### src/hswt_pkg.sv
/*
 * Constants and types shared by the half-second watch timer.
 * Assumes a 40 MHz core clock and a mode register written by local logic.
 */
package hswt_pkg;
    // Clock rates and the divider chain
    localparam longint HSWT_CLK_HZ = 40_000_000;
    localparam longint HSWT_FX_NOM_HZ = 4_194_304;
    localparam longint HSWT_FX_PER_FW = 128;
    localparam longint HSWT_FW_HZ = HSWT_FX_NOM_HZ / HSWT_FX_PER_FW;
    localparam longint HSWT_HALF_HZ = 2 * HSWT_FW_HZ;
    localparam int HSWT_NCO_W = 24;
    localparam logic [HSWT_NCO_W-1:0] HSWT_NCO_STEP =
        HSWT_NCO_W'((HSWT_HALF_HZ << HSWT_NCO_W) / HSWT_CLK_HZ);
    localparam int HSWT_HALF_GAP_MIN = 610;
    localparam int HSWT_HALF_GAP_MAX = 611;

    // Half-tick counter: bit 0 is the base clock, tone taps above it
    localparam int HSWT_CNT_W = 16;
    localparam int HSWT_TICK_BITS_NORM = 15;
    localparam int HSWT_TICK_BITS_FAST = 8;
    localparam int HSWT_TAP_FW = 0;
    localparam int HSWT_TAP_4K = 3;
    localparam int HSWT_TAP_2K = 4;

    // Mode register layout
    localparam int HSWT_MB_FAST = 1;
    localparam int HSWT_MB_RUN = 2;
    localparam int HSWT_MB_SEL_LO = 4;
    localparam int HSWT_MB_TONE = 7;
    localparam logic [7:0] HSWT_MODE_RST = 8'h00;
    localparam logic [7:0] HSWT_MODE_RMASK = 8'hB6;

    // Tone selections
    localparam logic [1:0] HSWT_SEL_2K = 2'h0;
    localparam logic [1:0] HSWT_SEL_4K = 2'h1;
    localparam logic [1:0] HSWT_SEL_FW = 2'h2;

    typedef struct packed {
        logic tone_en;
        logic [1:0] tone_sel;
        logic run;
        logic fast;
    } hswt_mode_s;

    typedef struct packed {
        logic level;
        logic oe;
    } hswt_pin_s;
endpackage

### src/hswt_nco.sv
/*
 * Phase accumulator making one-cycle enable pulses at a fixed rate.
 * Assumes the step is far below half the accumulator range.
 */
`timescale 1ns/1ps
module hswt_nco #(
    parameter int W = hswt_pkg::HSWT_NCO_W,
    parameter logic [W-1:0] STEP = hswt_pkg::HSWT_NCO_STEP
) (
    // Clock and reset
    input wire logic mclk_in,
    input wire logic sys_rst_in,
    // Control
    input wire logic clear_in,
    // Enable pulse
    output logic pulse_out
);
    import hswt_pkg::*;

    logic [W:0] acc_sum;
    logic [W-1:0] acc_q;
    logic [15:0] gap_q;

    // Carry out of the sum marks one output period
    assign acc_sum = {1'b0, acc_q} + {1'b0, STEP};

    // Clear restarts phase so the chain begins from zero seconds
    always_ff @(posedge mclk_in) begin
        if (sys_rst_in || clear_in) begin
            acc_q <= '0;
            pulse_out <= 1'b0;
        end else begin
            acc_q <= acc_sum[W-1:0];
            pulse_out <= acc_sum[W];
        end
    end

    // Helper for the max-gap check only
    always_ff @(posedge mclk_in) begin
        if (sys_rst_in || clear_in || pulse_out) begin
            gap_q <= 16'h0001;
        end else if (gap_q != 16'hFFFF) begin
            gap_q <= gap_q + 16'h0001;
        end
    end

    property p_nco_gap;
        @(posedge mclk_in) disable iff (sys_rst_in || clear_in)
        (pulse_out && !$past(clear_in) && $past(pulse_out, 1) == 1'b0 &&
         gap_q > 16'h0100) |-> 1'b1;
    endproperty
    property p_nco_spacing;
        @(posedge mclk_in) disable iff (sys_rst_in || clear_in)
        $rose(pulse_out) |=> !pulse_out [*8];
    endproperty
    property p_nco_max_gap;
        @(posedge mclk_in) disable iff (sys_rst_in || clear_in)
        !pulse_out |-> gap_q <= 16'(HSWT_HALF_GAP_MAX);
    endproperty
    a_nco_spacing: assert property (p_nco_spacing)
        else $error("nco pulses too close");
    a_nco_max_gap: assert property (p_nco_max_gap)
        else $error("nco gap too long");
endmodule

### src/hswt_watch_timer.sv
/*
 * Half-second watch timer: base clock divider, tick flag, standby wake,
 * fast-feed mode, divider clear and tone output on a shared port pin.
 * Assumes mode writes, flag clears and port settings come from logic on
 * mclk_in, so none of them is synchronised.
 */
`timescale 1ns/1ps
module hswt_watch_timer #(
    parameter int CNT_W = hswt_pkg::HSWT_CNT_W
) (
    // Clock and reset
    input wire logic mclk_in,
    input wire logic sys_rst_in,
    // Mode register access
    input wire logic mode_wr_in,
    input wire logic [7:0] mode_wdata_in,
    output logic [7:0] mode_rdata_out,
    // Divider clear and flag clear strobes
    input wire logic div_clear_in,
    input wire logic flag_clear_in,
    // Standby
    input wire logic standby_in,
    output logic watch_tick_flag_out,
    output logic standby_wake_out,
    // Shared port pin
    input wire logic port_out_mode_in,
    input wire logic port_latch_in,
    output logic port2_bit3_pin_out,
    output logic port2_bit3_pin_oe_out
);
    import hswt_pkg::*;

    logic half_en;
    logic [CNT_W-1:0] cnt_q;
    logic [CNT_W-1:0] cnt_d;
    hswt_mode_s mode_q;
    logic flag_q;
    logic wake_q;
    hswt_pin_s pin_q;
    logic tick_norm;
    logic tick_fast;
    logic watch_tick_source;
    logic tone_wave;
    logic tone_on_pin;

    function automatic logic low_ones(input logic [CNT_W-1:0] v,
                                      input int n);
        logic r;
        r = 1'b1;
        for (int i = 0; i < CNT_W; i++) begin
            if (i < n && !v[i]) begin
                r = 1'b0;
            end
        end
        return r;
    endfunction

    // Half-ticks at twice the base clock, from the 40 MHz core clock
    hswt_nco u_nco (
        .mclk_in(mclk_in),
        .sys_rst_in(sys_rst_in),
        .clear_in(div_clear_in),
        .pulse_out(half_en)
    );

    // Tick when the counted span wraps; fast feed taps 128x lower
    assign tick_norm = half_en && mode_q.run &&
        low_ones(cnt_q, HSWT_TICK_BITS_NORM);
    assign tick_fast = half_en && mode_q.run &&
        low_ones(cnt_q, HSWT_TICK_BITS_FAST);
    assign watch_tick_source = mode_q.fast ? tick_fast : tick_norm;
    assign cnt_d = mode_q.run && half_en ? cnt_q + 1'b1 : cnt_q;

    // Tone selection; unused code falls back to the base clock
    assign tone_wave = (mode_q.tone_sel == HSWT_SEL_2K) ? cnt_q[HSWT_TAP_2K] :
                       (mode_q.tone_sel == HSWT_SEL_4K) ? cnt_q[HSWT_TAP_4K] :
                       cnt_q[HSWT_TAP_FW];
    assign tone_on_pin = port_out_mode_in && mode_q.tone_en;

    // Divider chain; clear keeps the run bit so timing restarts at once
    always_ff @(posedge mclk_in) begin
        if (sys_rst_in || div_clear_in) begin
            cnt_q <= '0;
        end else begin
            cnt_q <= cnt_d;
        end
    end

    // Mode register; bit zero is dropped since software keeps it zero
    always_ff @(posedge mclk_in) begin
        if (sys_rst_in) begin
            mode_q <= '0;
        end else if (mode_wr_in) begin
            mode_q.tone_en <= mode_wdata_in[HSWT_MB_TONE];
            mode_q.tone_sel <= mode_wdata_in[HSWT_MB_SEL_LO +: 2];
            mode_q.run <= mode_wdata_in[HSWT_MB_RUN];
            mode_q.fast <= mode_wdata_in[HSWT_MB_FAST];
        end
    end

    // Readback: bit three is undefined, driven zero here
    always_ff @(posedge mclk_in) begin
        if (sys_rst_in) begin
            mode_rdata_out <= HSWT_MODE_RST;
        end else begin
            mode_rdata_out <= {mode_q.tone_en, 1'b0, mode_q.tone_sel,
                1'b0, mode_q.run, mode_q.fast, 1'b0} & HSWT_MODE_RMASK;
        end
    end

    // Sticky flag; a tick in the clear cycle wins so no tick is lost
    always_ff @(posedge mclk_in) begin
        if (sys_rst_in) begin
            flag_q <= 1'b0;
        end else if (watch_tick_source) begin
            flag_q <= 1'b1;
        end else if (flag_clear_in) begin
            flag_q <= 1'b0;
        end
    end

    // Wake is a level held while standby and flag both stand
    always_ff @(posedge mclk_in) begin
        if (sys_rst_in) begin
            wake_q <= 1'b0;
        end else begin
            wake_q <= standby_in && (flag_q || watch_tick_source);
        end
    end

    // Pin mux registered; one cycle latency avoids glitches on switching
    always_ff @(posedge mclk_in) begin
        if (sys_rst_in) begin
            pin_q <= '0;
        end else begin
            pin_q.oe <= port_out_mode_in;
            pin_q.level <= tone_on_pin ? tone_wave : port_latch_in;
        end
    end

    assign watch_tick_flag_out = flag_q;
    assign standby_wake_out = wake_q;
    assign port2_bit3_pin_out = pin_q.level;
    assign port2_bit3_pin_oe_out = pin_q.oe;

    property p_norm_span;
        @(posedge mclk_in) disable iff (sys_rst_in)
        (watch_tick_source && !mode_q.fast) |-> cnt_q[14:0] == 15'h7FFF;
    endproperty
    a_norm_span: assert property (p_norm_span)
        else $error("normal tick at wrong divider phase");

    property p_fast_span;
        @(posedge mclk_in) disable iff (sys_rst_in)
        (watch_tick_source && mode_q.fast) |-> cnt_q[7:0] == 8'hFF;
    endproperty
    a_fast_span: assert property (p_fast_span)
        else $error("fast tick at wrong divider phase");

    property p_tick_sets;
        @(posedge mclk_in) disable iff (sys_rst_in)
        watch_tick_source |=> watch_tick_flag_out;
    endproperty
    a_tick_sets: assert property (p_tick_sets)
        else $error("tick did not set flag");

    property p_flag_holds;
        @(posedge mclk_in) disable iff (sys_rst_in)
        (watch_tick_flag_out && !flag_clear_in) |=> watch_tick_flag_out;
    endproperty
    a_flag_holds: assert property (p_flag_holds)
        else $error("flag dropped without clear");

    property p_wake;
        @(posedge mclk_in) disable iff (sys_rst_in)
        (watch_tick_source && standby_in) |=> standby_wake_out;
    endproperty
    a_wake: assert property (p_wake)
        else $error("standby not released by tick");

    property p_clear;
        @(posedge mclk_in) disable iff (sys_rst_in)
        div_clear_in |=> (cnt_q == '0) && !half_en;
    endproperty
    a_clear: assert property (p_clear)
        else $error("divider not cleared");

    property p_rd_bits;
        @(posedge mclk_in) disable iff (sys_rst_in)
        mode_wr_in |=> ##1 mode_rdata_out == (mode_wdata_in & 8'hB6) ||
            $past(mode_wr_in);
    endproperty
    a_rd_bits: assert property (p_rd_bits)
        else $error("mode readback wrong");

    property p_port_fn;
        @(posedge mclk_in) disable iff (sys_rst_in)
        !tone_on_pin |=> port2_bit3_pin_out == $past(port_latch_in);
    endproperty
    a_port_fn: assert property (p_port_fn)
        else $error("pin lost port function");

    property p_tone_fw;
        @(posedge mclk_in) disable iff (sys_rst_in)
        (tone_on_pin && mode_q.tone_sel == HSWT_SEL_FW) |=>
            port2_bit3_pin_out == $past(cnt_q[0]);
    endproperty
    a_tone_fw: assert property (p_tone_fw)
        else $error("base tone not on pin");

    c_norm_tick: cover property (@(posedge mclk_in)
        watch_tick_source && !mode_q.fast);
    c_fast_tick: cover property (@(posedge mclk_in)
        watch_tick_source && mode_q.fast);
    c_wake: cover property (@(posedge mclk_in) $rose(standby_wake_out));
    c_set_clear: cover property (@(posedge mclk_in)
        watch_tick_source && flag_clear_in);
endmodule
### config.mk
export PLATFORM = sky130hd
export DESIGN_NAME = hswt_watch_timer
export DESIGN_NICKNAME = d
export VERILOG_FILES = /design/src/hswt_pkg.sv /design/src/hswt_nco.sv /design/src/hswt_watch_timer.sv
export SDC_FILE = /design/constraint.sdc
export NUM_CORES = 1
export LEC_CHECK = 0
export BUFFER_PORTS_ARGS = -buffer_cell sky130_fd_sc_hd__buf_2
export CORE_ASPECT_RATIO = 1.4
export CORE_MARGIN = 3
export CORE_UTILIZATION = 40
export DETAILED_ROUTE_END_ITERATION = 12
export PLACE_DENSITY_LB_ADDON = 0.2
export SLEW_MARGIN = 20
export SYNTH_ARGS = -nofsm -noshare
export SYNTH_HDL_FRONTEND = slang
export SYNTH_SLANG_ARGS = --single-unit
### constraint.sdc
create_clock -name mclk_in -period 4.1 [get_ports mclk_in]
set_input_delay 0.615 -clock mclk_in [delete_from_list [all_inputs] [get_ports mclk_in]]
set_output_delay 0.615 -clock mclk_in [all_outputs]
set_load 0.05 [all_outputs]
==> impl_metrics.tcl <==
set metrics [dict create \
    detail-route-antenna-nets 0 \
    grt_max_degree 34 \
    yosys.area.top_type "dfxtp_1" \
    dpl.hpwl_um 3210 \
    synth_top_area_share_pct 45.1 \
    outcome "finished, final reports clean" \
    cp_top_family "compound AO/OA/AOI/OAI gates" \
    ys_top_cells_by_area "dfxtp_1 45%, mux2i_1 5.4%, nand2_1 4.7%" \
    power.density_nw_per_um2 381 \
    place.port_buffers 21 \
    power_frac_seq_pct 55.7 \
    ys_warn_count 0 \
    cts_setup_buffers 0 \
    globalRouteOverflowTotal 0 \
    synth.mux.area_fraction_pct 5.43 \
    gp_congestion 0.798 \
    detail_route.vias_per_cell 5.30 \
    hold_class "reg -> reg" \
    crit_chain "or4_1 > o2111ai_1 > a211oi_1 > mux2i_1" \
    max_freq_mhz 501 \
    synthXorXnorAreaFrac_pct 4.38 \
    core_um2 5650 \
    final_layout_size_suffix_gt1_share_pct 11.2 \
    fin_util_pct 46.7 \
    grt_use_total_pct 13.7 \
    synthSimpleGateAreaFrac_pct 26.2 \
    ir_drop_v 0.000286 \
    power_switching_mw 0.248 \
    cp-end-kind "flop" \
    cts_root_buffer "clkbuf_8" \
    placed_cells 354 \
    diodes 0 \
    cts_resized 0 \
    crit_slowest_cell "or4_1" \
    routed_wirelength_um 4540 \
    drt-pass1-iter-count 4 \
    rrSetupSlack_ns 2.10 \
    syn_avg_cell_area_um2 8.66 \
    holdBufCountCts 0 \
    vias 1918 \
    rsz0062_at_grt "false" \
    netlist_instances 277 \
    max_cap_viol_count 0 \
    synth_common_cells "54 x dfxtp_1, 30 x nand2_1, 25 x nor2_1, 18 x a21oi_1" \
    slew_viol_final 0 \
    p_comb_share_pct 9.4 \
    synth.distinct_cells 44 \
    fin_setup_tns_ns 0 \
    clock_latency_ns 0.30 \
    ctsHtreeMaxLevel 2 \
    grt_pass1_wl_um 7840 \
    cts_made_buffers 5 \
    cts.reportedPaths.clkPinSlew_ns 0.09 \
    fp.dieH_um 97.6 \
    clkPwrFrac_pct 34.9 \
    ys_ff_latch 54 \
    dieArea_um2 6970 \
    synth_seq_area_share_pct 45.1 \
    rows 32 \
    cts_tree "yes" \
    antenna_found_initial 0 \
    ios 28 \
    synth_top_family_by_area "simple AND/OR/NAND/NOR gates" \
    critPathArrivalTime_ns 2.18 \
    cp.required_ns 4.29 \
    clock_skew_ns 0.00509 \
    switching_share_pct 24.7 \
    power.leakage_nw 0.996 \
    finalSetupViolCount 0 \
    tightest_slew_ns 0.706 \
    dp_slack_ns 1.96 \
    first_iter_violations 69 \
    synth_fa_ha_area_share_pct 1.56 \
    crit_fanout 6 \
    areaGrowthSynthToFinish_pct 10.0 \
    async_reset_ff_share_pct 0 \
    start_util_pct 42.5 \
    layout.nets 312 \
    clockBufferDepth 2 \
    min_period_over_period_pct 48.7 \
    synth_area_um2 2400 \
    grt_pass1_vias 1778 \
    routedWlPerCell_um 12.5 \
    setup_ws_ns 2.10 \
    min_period_ns 2.00 \
    slew_headroom_pct 52.8 \
    synth_compound_gate_area_share_pct 13.5 \
    clkSinkCount 54 \
    synth_edf_count 0 \
    fp.dieW_um 71.4 \
    synth.most_common_cell "dfxtp_1" \
    place_area_um2 2530 \
    layout.cells.non_filler 362 \
    crit_path_max_incr_delay_ns 0.65 \
    p_int_mw 0.757 \
    hold_violations 0 \
    drc_errors 0 \
    synth_flop_cell "dfxtp_1" \
    path_class "reg -> reg" \
    worst-path-buf-inv 0 \
    design_area_um2 2640 \
    startpoint_type "flop" \
]
-- final cells by class --
cell class	count	area (µm²)
clock buffers	5	68.8
well taps	68	85.1
inverters	6	22.5
multi-input cells	205	1240
flip-flops and latches	54	1080
clock inverters	3	40.0
fillers	555	3010
repair buffers	21	105
-- sequential cells by signal, summed over array words and instances, names as in the netlist --
| register | cells |
|---|---|
| cnt_q | 15 |
| mode_q | 5 |
| mode_rdata_out | 5 |
| port2_bit3_pin_oe_out | 1 |
| port2_bit3_pin_out | 1 |
| standby_wake_out | 1 |
| u_nco.acc_q | 24 |
| u_nco.pulse_out | 1 |
| watch_tick_flag_out | 1 |
-- cell families (layout without fill, tap and decap cells) --
logic type | after synthesis | in the layout
AOI/OAI and AO/OA | 49 | 49
other | 1 | 3
adders and majority gates | 3 | 3
and+or+nand+nor | 125 | 125
xor gates and xnor gates | 12 | 12
DFF | 54 | 54
buffers and inverters | 20 | 35
muxes | 13 | 13
-- per-layer routing --
metal	vias up	wire length (µm)	GRT usage, %
met3	4	149	3.31
met5	-	0	0
li1	1010	-	-
met2	25	2350	23.7
met4	0	45	5.21
met1	879	1990	16.1
-- cell usage in the layout (no fill, tap or decap), drive strengths merged, types with 9 or more instances in the layout --
cell,netlist,final
a21oi,18,18
buf,4,21
xnor2,9,9
o21ai,10,10
or3,12,12
nand2,30,30
dfxtp,54,54
nor3,12,12
mux2i,13,13
nor2,25,25
nand3,13,13
-- final timing paths --
path                       start               end  depth (start not counted)
min          watch_tick_flag_out  standby_wake_out                          2
min reg2reg  watch_tick_flag_out  standby_wake_out                          2
max               u_nco.acc_q[0]   u_nco.acc_q[21]                          4
max reg2reg       u_nco.acc_q[0]   u_nco.acc_q[21]                          4
-- power by group through the flow --
stage,clock [mW],sequential (mW),combinational [mW]
2_1_floorplan,0,0.578,0.0702
3_3_place_gp,0,0.572,0.0936
3_5_place_dp,0,0.573,0.0945
4_1_cts,0.364,0.560,0.0951
5_1_grt,0.380,0.564,0.106
6_report,0.351,0.560,0.0940
-- through the flow --
step	hold slack, ns	total power [mW]
2_1_floorplan	0.421	0.648
3_3_place_gp	0.439	0.666
3_5_place_dp	0.447	0.667
4_1_cts	0.465	1.02
5_1_grt	0.494	1.05
6_report	0.459	1.01
-- worst register-to-register path: stages, from the launching register on --
cell	delay (ns)
dfxtp_1	0.34
or4_1	0.65
o2111ai_1	0.55
a211oi_1	0.20
mux2i_1	0.15
Power figures use the tool's default switching activity.
